### config.mk
export PLATFORM = sky130hd
export DESIGN_NAME = charger_ctrl_irq_regs
export DESIGN_NICKNAME = d
export VERILOG_FILES = /design/src/core/charger_ctrl_irq_regs.v /design/src/core/cor_flag.v /design/src/core/sync_two.v
export VERILOG_INCLUDE_DIRS = /design/src /design/src/core
export SDC_FILE = /design/constraint.sdc
export NUM_CORES = 1
export LEC_CHECK = 0
export BUFFER_PORTS_ARGS = -buffer_cell sky130_fd_sc_hd__buf_2
export CORE_UTILIZATION = 40
export DETAILED_ROUTE_END_ITERATION = 10
export GPL_TIMING_DRIVEN = 0
export PLACE_DENSITY = 0.67
export RECOVER_POWER = 50
export SKIP_CTS_REPAIR_TIMING = 1
export SKIP_LAST_GASP = 1
export SYNTH_ARGS = -nofsm -noshare
export SYNTH_HDL_FRONTEND = slang
export SYNTH_SLANG_ARGS = --single-unit
export TNS_END_PERCENT = 50
### constraint.sdc
create_clock -name clk -period 2 [get_ports clk]
set_clock_uncertainty 0.1 [all_clocks]
set_input_delay 0.4 -clock clk [delete_from_list [all_inputs] [get_ports clk]]
set_output_delay 0.4 -clock clk [all_outputs]
set_load 0.03 [all_outputs]
### src/core/charger_regs_map.vh
`ifndef CHARGER_REGS_MAP_VH
`define CHARGER_REGS_MAP_VH

// Register offsets
`define OFS_CONTROL_TWO       8'h02
`define OFS_STATUS_FLAGS      8'h03
`define OFS_CHARGER_FLAGS_ONE 8'h04

// Second control register fields
`define BIT_WATCHDOG_DISABLE  7
`define BIT_CHARGE_TIMER_DIS  6
`define BIT_POWER_PATH        5
`define BIT_TRANSCEIVER_EN    4
`define BIT_LIMIT_SOURCE      2
`define BIT_LIMIT_ENABLE      1
`define BIT_AUTO_CURRENT      0
`define CONTROL_TWO_RESET     8'h16

// Status interrupt register fields
`define BIT_TEMP_WARNING      5
`define BIT_TEMP_FIRST        4
`define BIT_TEMP_SECOND       3
`define BIT_TEMP_SHUTDOWN     2
`define BIT_USB_RANGE         0

// First charger interrupt register fields
`define BIT_INPUT_LOW         4
`define BIT_INPUT_OVERVOLTAGE 3
`define BIT_BATTERY_OV        1
`define BIT_SECOND_SUMMARY    0

// Serial bus
`define DEVICE_ADDRESS        7'h2A
`define SYNC_WIDTH            10

`endif

### src/core/charger_ctrl_irq_regs.v
// Functional notes
// - Bit 7 set stops watchdog timer
// - Bit 6 set disables charge safety timer
// - Bit 5 set enables power path
// - Bit 4 transceiver supply, reset 1, survives boost
// - Bit 2 picks pins or register limit
// - Bit 1 applies 4-bit input limit
// - Bit 0 enables automatic current adjustment
// - Control fields reset on all reset events; bit 4 not on boost entry
// - Temperature flags on bits 5 to 2
// - Bit 0 flags input within USB range
// - Input low flag from detect comparators
// - Input overvoltage flag on bit 3
// - Battery overvoltage flag on bit 1
// - Bit 0 summarises second interrupt register
// - Status summary from any status flag
// - Fault summary from charger or boost flags
// - Global mask blocks interrupt flags
`include "charger_regs_map.vh"
`timescale 1ns/1ns
`default_nettype none

module charger_ctrl_irq_regs #(
   parameter [6:0] DEVICE_ADDRESS = `DEVICE_ADDRESS
) (
   // Clock, reset, enable
   input  wire       clk,
   input  wire       arst_n,
   input  wire       ce,
   // Serial control bus
   input  wire       scl_in,
   input  wire       sda_in,
   output reg        sda_out,
   output reg        sda_oe_n,
   // Reset events and interrupt mask from the charger core
   input  wire       off_state,
   input  wire       reg_reset_cmd,
   input  wire       boost_mode_entry,
   input  wire       int_mask,
   // Neighbouring registers
   input  wire       second_charger_pending,
   input  wire       boost_pending,
   input  wire [3:0] input_limit_field,
   // Analog comparators and pins
   input  wire [3:0] temp_above,
   input  wire       vin_over_usb,
   input  wire       vin_under_usb,
   input  wire       vin_above_detect,
   input  wire       vin_charger_detect,
   input  wire       vin_over_lockout,
   input  wire       vbat_over,
   input  wire [1:0] limit_select_pins,
   // Control outputs
   output reg        watchdog_disable,
   output reg        charge_timer_disable,
   output reg        power_path_enable,
   output reg        transceiver_supply_enable,
   output reg        limit_source_select,
   output reg        input_limit_enable,
   output reg        auto_current_enable,
   output reg  [3:0] limit_code,
   // Summaries
   output reg        status_summary_bit,
   output reg        fault_summary_bit
);

   localparam [2:0] ST_IDLE    = 3'h0;
   localparam [2:0] ST_ADDR    = 3'h1;
   localparam [2:0] ST_ACK_AD  = 3'h2;
   localparam [2:0] ST_WRITE   = 3'h3;
   localparam [2:0] ST_ACK_WR  = 3'h4;
   localparam [2:0] ST_READ    = 3'h5;
   localparam [2:0] ST_ACK_RD  = 3'h6;

   // Synchronised pins
   wire [`SYNC_WIDTH-1:0] pins_sync;
   wire [1:0]             limit_pins_sync;
   wire                   scl_s;
   wire                   sda_s;
   wire [3:0]             temp_s       = pins_sync[9:6];
   wire                   usb_over_s   = pins_sync[5];
   wire                   usb_under_s  = pins_sync[4];
   wire                   detect_s     = pins_sync[3];
   wire                   chg_detect_s = pins_sync[2];
   wire                   lockout_s    = pins_sync[1];
   wire                   vbat_over_s  = pins_sync[0];

   sync_two #(.WIDTH(`SYNC_WIDTH)) u_sync_cmp (
      .clk      (clk),
      .arst_n   (arst_n),
      .ce       (ce),
      .async_in ({temp_above, vin_over_usb, vin_under_usb, vin_above_detect,
                  vin_charger_detect, vin_over_lockout, vbat_over}),
      .sync_out (pins_sync)
   );

   sync_two #(.WIDTH(4)) u_sync_bus (
      .clk      (clk),
      .arst_n   (arst_n),
      .ce       (ce),
      .async_in ({scl_in, sda_in, limit_select_pins}),
      .sync_out ({scl_s, sda_s, limit_pins_sync})
   );

   // Bus engine state
   reg [2:0] state;
   reg [2:0] bit_cnt;
   reg [7:0] shift;
   reg [7:0] tx;
   reg [7:0] pointer;
   reg       ptr_loaded, rw;
   reg       master_ack, byte_done;
   reg       scl_d, sda_d;
   reg       rd_clr_stat, rd_clr_ch1;

   wire scl_rise  = scl_s & ~scl_d;
   wire scl_fall  = ~scl_s & scl_d;
   wire start_cnd = scl_s & scl_d & sda_d & ~sda_s;
   wire stop_cnd  = scl_s & scl_d & ~sda_d & sda_s;
   wire load_read = scl_fall & (((state == ST_ACK_AD) & rw) | ((state == ST_ACK_RD) & master_ack));
   wire wr_data   = scl_fall & (state == ST_WRITE) & byte_done & ptr_loaded;

   // Interrupt flags: 0-4 status register, 5-7 first charger register
   wire [7:0] flag_bits;
   wire       evt_common = off_state | reg_reset_cmd;
   wire       evt_boost  = evt_common | boost_mode_entry;
   wire [7:0] flag_cond  = {vbat_over_s,
                            lockout_s,
                            chg_detect_s & ~detect_s,
                            ~usb_under_s & ~usb_over_s,
                            temp_s};
   wire [7:0] flag_rd    = {{3{rd_clr_ch1}}, {5{rd_clr_stat}}};
   wire [7:0] flag_evt   = {{4{evt_boost}}, {4{evt_common}}};

   genvar i;
   generate
      for (i = 0; i < 8; i = i + 1) begin : g_flag
         cor_flag u_flag (
            .clk         (clk),
            .arst_n      (arst_n),
            .ce          (ce),
            .cond        (flag_cond[i]),
            .arm         (~int_mask),
            .clear_read  (flag_rd[i]),
            .clear_event (flag_evt[i]),
            .flag        (flag_bits[i])
         );
      end
   endgenerate

   // Register images; unused bits read zero
   wire [7:0] ctrl_img = {watchdog_disable, charge_timer_disable, power_path_enable,
                          transceiver_supply_enable, 1'b0,
                          limit_source_select, input_limit_enable, auto_current_enable};
   wire [7:0] stat_img = {2'b00, flag_bits[3], flag_bits[2], flag_bits[1], flag_bits[0],
                          1'b0, flag_bits[4]};
   wire [7:0] ch1_img  = {3'b000, flag_bits[5], flag_bits[6], 1'b0, flag_bits[7],
                          second_charger_pending};

   // Read multiplexer
   function [7:0] read_value;
      input [7:0] addr;
      begin
         if (addr == `OFS_CONTROL_TWO) begin
            read_value = ctrl_img;
         end else if (addr == `OFS_STATUS_FLAGS) begin
            read_value = stat_img;
         end else if (addr == `OFS_CHARGER_FLAGS_ONE) begin
            read_value = ch1_img;
         end else begin
            read_value = 8'h00;
         end
      end
   endfunction
   wire [7:0] rd_byte = read_value(pointer);   // Byte a read would load now

   // Serial slave: start, stop, address, pointer, data
   always @(posedge clk or negedge arst_n) begin
      if (!arst_n) begin
         state       <= ST_IDLE;
         bit_cnt     <= 3'h0;
         shift       <= 8'h00;
         tx          <= 8'h00;
         pointer     <= 8'h00;
         ptr_loaded  <= 1'b0;
         rw          <= 1'b0;
         master_ack  <= 1'b0;
         byte_done   <= 1'b0;
         scl_d       <= 1'b0;
         sda_d       <= 1'b0;
         sda_out     <= 1'b0;
         sda_oe_n    <= 1'b1;
         rd_clr_stat <= 1'b0;
         rd_clr_ch1  <= 1'b0;
      end else if (ce) begin
         scl_d       <= scl_s;
         sda_d       <= sda_s;
         sda_out     <= 1'b0;
         rd_clr_stat <= 1'b0;
         rd_clr_ch1  <= 1'b0;
         if (start_cnd) begin
            state      <= ST_ADDR;
            bit_cnt    <= 3'h0;
            byte_done  <= 1'b0;
            ptr_loaded <= 1'b0;
            sda_oe_n   <= 1'b1;
         end else if (stop_cnd) begin
            state    <= ST_IDLE;
            sda_oe_n <= 1'b1;
         end else if (load_read) begin
            // Fetch a byte; reading a flag register clears its flags
            tx          <= rd_byte;
            sda_oe_n    <= rd_byte[7];
            rd_clr_stat <= (pointer == `OFS_STATUS_FLAGS);
            rd_clr_ch1  <= (pointer == `OFS_CHARGER_FLAGS_ONE);
            pointer     <= pointer + 8'h01;
            bit_cnt     <= 3'h0;
            state       <= ST_READ;
         end else begin
            case (state)
               ST_ADDR, ST_WRITE: begin
                  if (scl_rise) begin
                     shift     <= {shift[6:0], sda_s};
                     bit_cnt   <= bit_cnt + 3'h1;
                     byte_done <= (bit_cnt == 3'h7);
                  end else if (scl_fall && byte_done) begin
                     byte_done <= 1'b0;
                     if (state == ST_ADDR) begin
                        if (shift[7:1] == DEVICE_ADDRESS) begin
                           rw       <= shift[0];
                           sda_oe_n <= 1'b0;
                           state    <= ST_ACK_AD;
                        end else begin
                           state <= ST_IDLE;
                        end
                     end else begin
                        if (!ptr_loaded) begin
                           pointer    <= shift;
                           ptr_loaded <= 1'b1;
                        end else begin
                           pointer <= pointer + 8'h01;
                        end
                        sda_oe_n <= 1'b0;
                        state    <= ST_ACK_WR;
                     end
                  end
               end
               ST_ACK_AD, ST_ACK_WR: begin
                  if (scl_fall) begin
                     sda_oe_n <= 1'b1;
                     bit_cnt  <= 3'h0;
                     state    <= ST_WRITE;
                  end
               end
               ST_READ: begin
                  if (scl_fall) begin
                     if (bit_cnt == 3'h7) begin
                        sda_oe_n <= 1'b1;
                        state    <= ST_ACK_RD;
                     end else begin
                        tx       <= {tx[6:0], 1'b0};
                        sda_oe_n <= tx[6];
                        bit_cnt  <= bit_cnt + 3'h1;
                     end
                  end
               end
               ST_ACK_RD: begin
                  if (scl_rise) begin
                     master_ack <= ~sda_s;
                  end else if (scl_fall) begin
                     state <= ST_IDLE;
                  end
               end
               default: begin
                  sda_oe_n <= 1'b1;
               end
            endcase
         end
      end
   end

   // Second control register
   always @(posedge clk or negedge arst_n) begin
      if (!arst_n) begin
         watchdog_disable          <= 1'b0;
         charge_timer_disable      <= 1'b0;
         power_path_enable         <= 1'b0;
         transceiver_supply_enable <= 1'b1;
         limit_source_select       <= 1'b1;
         input_limit_enable        <= 1'b1;
         auto_current_enable       <= 1'b0;
      end else if (ce) begin
         if (evt_boost) begin
            watchdog_disable     <= 1'b0;
            charge_timer_disable <= 1'b0;
            power_path_enable    <= 1'b0;
            limit_source_select  <= 1'b1;
            input_limit_enable   <= 1'b1;
            auto_current_enable  <= 1'b0;
         end else if (wr_data && (pointer == `OFS_CONTROL_TWO)) begin
            watchdog_disable     <= shift[`BIT_WATCHDOG_DISABLE];
            charge_timer_disable <= shift[`BIT_CHARGE_TIMER_DIS];
            power_path_enable    <= shift[`BIT_POWER_PATH];
            limit_source_select  <= shift[`BIT_LIMIT_SOURCE];
            input_limit_enable   <= shift[`BIT_LIMIT_ENABLE];
            auto_current_enable  <= shift[`BIT_AUTO_CURRENT];
         end
         if (evt_common) begin
            transceiver_supply_enable <= 1'b1;
         end else if (wr_data && (pointer == `OFS_CONTROL_TWO)) begin
            transceiver_supply_enable <= shift[`BIT_TRANSCEIVER_EN];
         end
      end
   end

   // Effective limit code and summaries
   always @(posedge clk or negedge arst_n) begin
      if (!arst_n) begin
         limit_code         <= 4'h0;
         status_summary_bit <= 1'b0;
         fault_summary_bit  <= 1'b0;
      end else if (ce) begin
         if (!input_limit_enable) begin
            limit_code <= 4'h0;
         end else if (limit_source_select) begin
            limit_code <= {2'b00, limit_pins_sync};
         end else begin
            limit_code <= input_limit_field;
         end
         status_summary_bit <= |flag_bits[4:0];
         fault_summary_bit  <= (|flag_bits[7:5]) | second_charger_pending | boost_pending;
      end
   end

endmodule

`default_nettype wire

### src/core/cor_flag.v
`timescale 1ns/1ns
`default_nettype none

module cor_flag (
   // Clock and reset
   input  wire clk,
   input  wire arst_n,
   input  wire ce,
   // Control
   input  wire cond,
   input  wire arm,
   input  wire clear_read,
   input  wire clear_event,
   // Flag
   output reg  flag
);

   // Reset event wins; a live condition beats a read clear
   always @(posedge clk or negedge arst_n) begin
      if (!arst_n) begin
         flag <= 1'b0;
      end else if (ce) begin
         if (clear_event) begin
            flag <= 1'b0;
         end else if (arm && cond) begin
            flag <= 1'b1;
         end else if (clear_read) begin
            flag <= 1'b0;
         end
      end
   end

endmodule

`default_nettype wire

### src/core/sync_two.v
`timescale 1ns/1ns
`default_nettype none

module sync_two #(
   parameter WIDTH = 1
) (
   // Clock and reset
   input  wire             clk,
   input  wire             arst_n,
   input  wire             ce,
   // Data
   input  wire [WIDTH-1:0] async_in,
   output reg  [WIDTH-1:0] sync_out
);

   reg [WIDTH-1:0] stage_one;

   // Two flip-flops; the first is read only by the second
   always @(posedge clk or negedge arst_n) begin
      if (!arst_n) begin
         stage_one <= {WIDTH{1'b0}};
         sync_out  <= {WIDTH{1'b0}};
      end else if (ce) begin
         stage_one <= async_in;
         sync_out  <= stage_one;
      end
   end

endmodule

`default_nettype wire

# After elaboration in Yosys (flattened, before gate mapping)
# Index checks and enable logic that the tools add are counted.
# word_totals
elab_cells	251
regBits	87
# classes
reduce_logical	53
addsub	2
muxes	97
bitwise_logic	32
n_eq_ne	31
# ops
op	count
8-bit 2-to-1 mux	8
1-bit 2-to-1 mux	61
3-bit 2-to-1 mux	17
5-bit inequality test, second input constant	7
7-bit 2-to-1 mux	4
7-bit AND reduction	4
3-bit nonzero test	9
4-bit inequality test, second input constant	5
2-bit AND reduction	10
6-bit AND reduction	3
9-bit AND reduction	2
8-bit by 2-bit == test with 1-bit output, second input constant	2
2-bit nonzero test	8
1-bit AND	15
3-bit == test, second input constant	4
1-bit NOT	12
3-bit one-hot mux with 4 select lines	1
1-bit logical AND	10
2-bit inequality test, second input constant	5
3-bit one-hot mux with 3 select lines	1
8-bit by 1-bit adder with 8-bit output, second input constant	1
8-bit by 3-bit == test with 1-bit output, second input constant	1
4-bit 2-to-1 mux	2
7-bit by 6-bit == test with 1-bit output, second input constant	1
other kinds (15)	22

# Longest topological paths before layout
# logic_depth
ltp_word	9
depth_mapped	8

# Modules after synthesis
# From an unflattened synthesis, not the netlist that was laid out.
# hier_totals
hier_cells	418
hier_area_um2	4581.9
# modules_own_cells
mod	seq_area_each_um2	instances	area_each_um2	cells_per_inst
charger_ctrl_irq_regs	1281.2	1	3006.6	319
sync_two (u_sync_cmp)	500.5	1	823.3	42
cor_flag	25.0	8	52.6	5
sync_two (u_sync_bus)	200.2	1	331.6	17

# Least setup slack after synthesis
# Ideal clock, no wire load.
# synth_timing
kind	reg-to-reg
start	register pointer[4]
end	register auto_current_enable
setup_time_ns	0.121
arrival_time_ns	1.761
stages_incl_launch_ff	7
synth_period_minus_slack_ns	1.982
slack_ns	0.018
cell_sequence	dfrtp_1 > or4_4 > nor3_4 > and4_1 > buf_4 > o21ai_2 > a22o_1
# synth_between
elab_chain_cells	4
# synth_rtl
item	line_no	source
start: declaration	charger_ctrl_irq_regs.v:110	reg [7:0] pointer;
start signal: assignment	charger_ctrl_irq_regs.v:216	pointer <= pointer + 8'h01;
start signal: assignment	charger_ctrl_irq_regs.v:238	pointer <= shift;
start signal: assignment	charger_ctrl_irq_regs.v:241	pointer <= pointer + 8'h01;
8-bit by 2-bit == test with 1-bit output (no source line)	-	
1-bit logical AND	charger_ctrl_irq_regs.v:300	end else if (wr_data && (pointer == `OFS_CONTROL_TWO)) begin
2-bit nonzero test (no source line)	-	
2-bit AND reduction (no source line)	-	
end signal: assignment	charger_ctrl_irq_regs.v:306	auto_current_enable <= shift[`BIT_AUTO_CURRENT];
end: declaration	charger_ctrl_irq_regs.v:60	output reg auto_current_enable,
# Every way passes these cells.
# A chain may end at the register's enable or synchronous reset.

# Worst setup path after layout
# layout_timing
start	register pointer[4]
end	register power_path_enable
# layout_between
elab_chain_cells	4
# layout_rtl
item	line_no	source
8-bit by 2-bit == test with 1-bit output (no source line)	-	
1-bit logical AND	charger_ctrl_irq_regs.v:300	
2-bit nonzero test (no source line)	-	
2-bit AND reduction (no source line)	-	
end signal: assignment	charger_ctrl_irq_regs.v:303	power_path_enable <= shift[`BIT_POWER_PATH];
end: declaration	charger_ctrl_irq_regs.v:56	output reg power_path_enable,
# Every way passes these cells.

==> metrics.yaml <==
logic_synthesis:
  synth_flop_cell: "dfrtp_1"
  syn_area_mm2: 0.00428
  synth_edf_count: 0
  yosys_warnings: 0
  avgSynthCellArea_um2: 10.7
  ys_ff_latch: 87
  synth_top_area_share_pct: 48.6
  syn-instance-count: 399
  synth_largest_area_cell: "dfrtp_1"
  synthArstFlopShare_pct: 100
  syn_nets: 431
  synth_area_leaders: "dfrtp_1 (49%), mux2_2 (11%), o21ai_0 (3.0%)"
  yosysSeqAreaShare_pct: 51.0
  synth.distinct_cells: 62
global_routing:
  grt_usage_pct: 18.9
  met2_usage_pct: 30.1
  antenna_found_initial: 0
  first_global_vias: 3253
  grt_overflow_total: 0
  gr-usage-met1_pct: 26.1
  grt-busiest-layer: "met2"
  use_met3_pct: 4.45
  grt_pass1_wl_mm: 16.6
  grt_max_degree: 59
clock_tree:
  clk_path_buf_depth: 2
  insertion_delay_ps: 360
  tritoncts: "done"
  numCtsBuffers: 9
  root_buffer: "clkbuf_8"
  cts.sinks: 87
  path_clk_slew_ps: 100
  htreeDepth: 3
worst_setup_path:
  path_class: "flop to flop"
  cp_num_buf_inv: 1
  r2r-start: "pointer[4]"
  cp.required_ps: 2150
  cp.arrival_ps: 2280
  slowest_stage: "or4_4"
  r2r_slack_ps: -130
  critPathMaxFanout: 6
  start_kind: "flop"
  endpoint_kind: "flop"
  max_stage_delay_ps: 590
  worstRegToRegCells: 6
  cp_top_family: "simple AND/OR/NAND/NOR gates"
  critical_path.cell_chain: "or4_4 > nor3_4 > and4_1 > buf_6 > o21ai_4 > a22o_1"
  timing.rr.end: "power_path_enable"
placement:
  port_buffers: 39
  dp.final_hpwl_mm: 7.24
  dpl_cell_area_mm2: 0.00467
  dp_cells: 575
  gp_congestion: 0.860
timing:
  finalWorstSetupSlack_ps: -126
  fmax_mhz: 470
  period_share_pct: 106
  rsz0062_at_grt: "true"
  finalSetupViolations: 20
  relSlewSlack_pct: 49.2
  worstMarginPinSlew_ps: 761
  timing.hold.ws_ps: 158
  hold_viol_final: 0
  tns_ps: -1160
  min_period_ps: 2130
  maxSlewViolCount: 0
drt:
  routed_wl_mm: 10.2
  routedWlPerCell_um: 17.0
  drtAntennaViolNets: 0
  route.detailed.drc: 0
  vias: 3466
  viasPerCell: 5.75
  drt_iter0_drc: 169
  drt_first_pass_iters: 5
die:
  dieHeight_um: 105
  io_pins: 42
  die_w_um: 105
  die_area_mm2: 0.0111
  core_area_mm2: 0.0103
  initial_core_util_pct: 41.4
  rows: 37
final_layout:
  fill_cells: 942
  drive_gt1_share_pct: 33.2
  area_growth_pct: 19.8
  diodes: 0
  fin_nets: 494
  final_design_area_no_fill_mm2: 0.00512
  fin_cells: 603
power:
  ir_drop_mv: 0.472
  p_per_area_mw_per_mm2: 1120
  total_power_mw: 5.72
  p_leak_nw: 2.25
status:
  status: "finished with violations"
  violations: "negative setup slack"
worst_hold_path:
  hold-path-cell-count: 2
  worstHoldEndpoint: "u_sync_cmp.stage_one[3]"
  hold_class: "input port to flop"
  hold_start: "vin_above_detect"
job:
  maxCapViolations: 0
-- worst register-to-register path, cell delays in order (launching register included) --
cell and delay [ps]:
dfrtp_2 450, or4_4 590, nor3_4 190, and4_1 240, buf_6 140, o21ai_4 70
a22o_1 240
-- how the worst max path moves through the flow --
stage / startpoint / end / cells after the start
6_report: pointer[4] / power_path_enable / 6
5_1_grt: pointer[4] / auto_current_enable / 6
4_1_cts: u_sync_bus.sync_out[3] / sda_oe_n / 5
3_5_place_dp: u_sync_bus.sync_out[3] / sda_oe_n / 5
3_3_place_gp: arst_n / u_sync_bus.stage_one[1] / 1
2_1_floorplan: pointer[4] / auto_current_enable / 6
-- layout by cell type, fill, tap and decap left out, drive strengths merged, types with 2 or more instances in the layout --
| cell | instances |
|---|---|
| a21oi | 20 |
| a22o | 13 |
| a22oi | 6 |
| a31oi | 9 |
| a32oi | 2 |
| and2 | 4 |
| and3 | 4 |
| and4 | 2 |
| buf | 61 |
| clkbuf | 20 |
| dfrtp | 83 |
| dfstp | 4 |
| ha | 5 |
| inv | 22 |
| mux2 | 41 |
| mux2i | 6 |
| nand2 | 21 |
| nand2b | 5 |
| nand3 | 14 |
| nand4 | 4 |
| nand4b | 2 |
| nor2 | 23 |
| nor2b | 4 |
| nor3 | 14 |
| nor4 | 4 |
| nor4b | 2 |
| o211a | 2 |
| o21a | 2 |
| o21ai | 28 |
| o22a | 2 |
| o22ai | 7 |
| o2bb2ai | 2 |
| o31ai | 4 |
| or3 | 3 |
| or4 | 2 |
-- routing by layer --
layer  vias up  part of all wire, %
met4         0                 0.95
met1      1727                   45
li1       1607                    -
met5         -                    0
met2       119                   49
met3        13                  5.4
-- final cells by class --
class | instances | area (µm²) | share of cell area, %
clock buffers | 10 | 138 | 2.69
multi-input cells | 274 | 2060 | 40.2
clock inverters | 6 | 75.1 | 1.47
repair buffers | 53 | 307 | 5.99
well taps | 136 | 170 | 3.32
inverters | 18 | 67.6 | 1.32
plain buffers | 19 | 120 | 2.35
flip-flops and latches | 87 | 2180 | 42.7
-- through the flow --
step           util [%]  setup slack, ps
5_1_grt            49.6             -157
2_1_floorplan         -             17.7
6_report           49.6             -126
3_3_place_gp       45.0             -332
4_1_cts            47.3             -317
3_5_place_dp       45.2             -274
-- flip-flops by register name, summed over array words and instances, names as in the netlist, 3 cells and up --
register,count
u_sync_cmp.stage_one,10
u_sync_cmp.sync_out,10
g_flag.u_flag.flag,8
pointer,8
shift,8
tx,7
limit_code,4
u_sync_bus.stage_one,4
u_sync_bus.sync_out,4
bit_cnt,3
state,3
-- synth_stat cells (5+ instances only) --
cell type / number
mux2_2: 41
mux2i_1: 6
a22oi_1: 6
nor3_1: 12
clkbuf_1: 10
nor2_1: 23
dfrtp_1: 83
nand3_1: 14
o21ai_0: 26
a22o_1: 13
nand2b_1: 5
ha_1: 5
o22ai_1: 7
buf_2: 6
nand2_1: 21
inv_1: 18
a31oi_1: 9
a21oi_1: 20
-- cell families (layout without fill, tap and decap cells) --
group,Yosys count,in the layout,share of synthesized area [%]
AO/OA/AOI/OAI,108,108,16.8
XOR/XNOR,1,1,0.205
adder cells (fa/ha/maj),5,5,1.46
buffers and inverters,38,106,3.69
flip-flops,87,87,51.0
multiplexers,47,47,12.2
other,1,1,0.0877
AND/OR/NAND/NOR,112,112,14.5
-- power breakdown --
| group | switching (mW) | total (mW) | internal [mW] |
|---|---|---|---|
| Clock | 0.684 | 1.32 | 0.634 |
| Sequential | 0.327 | 2.44 | 2.11 |
| Combinational | 1.11 | 1.97 | 0.858 |
No activity file was read; power rests on OpenSTA's default activity.
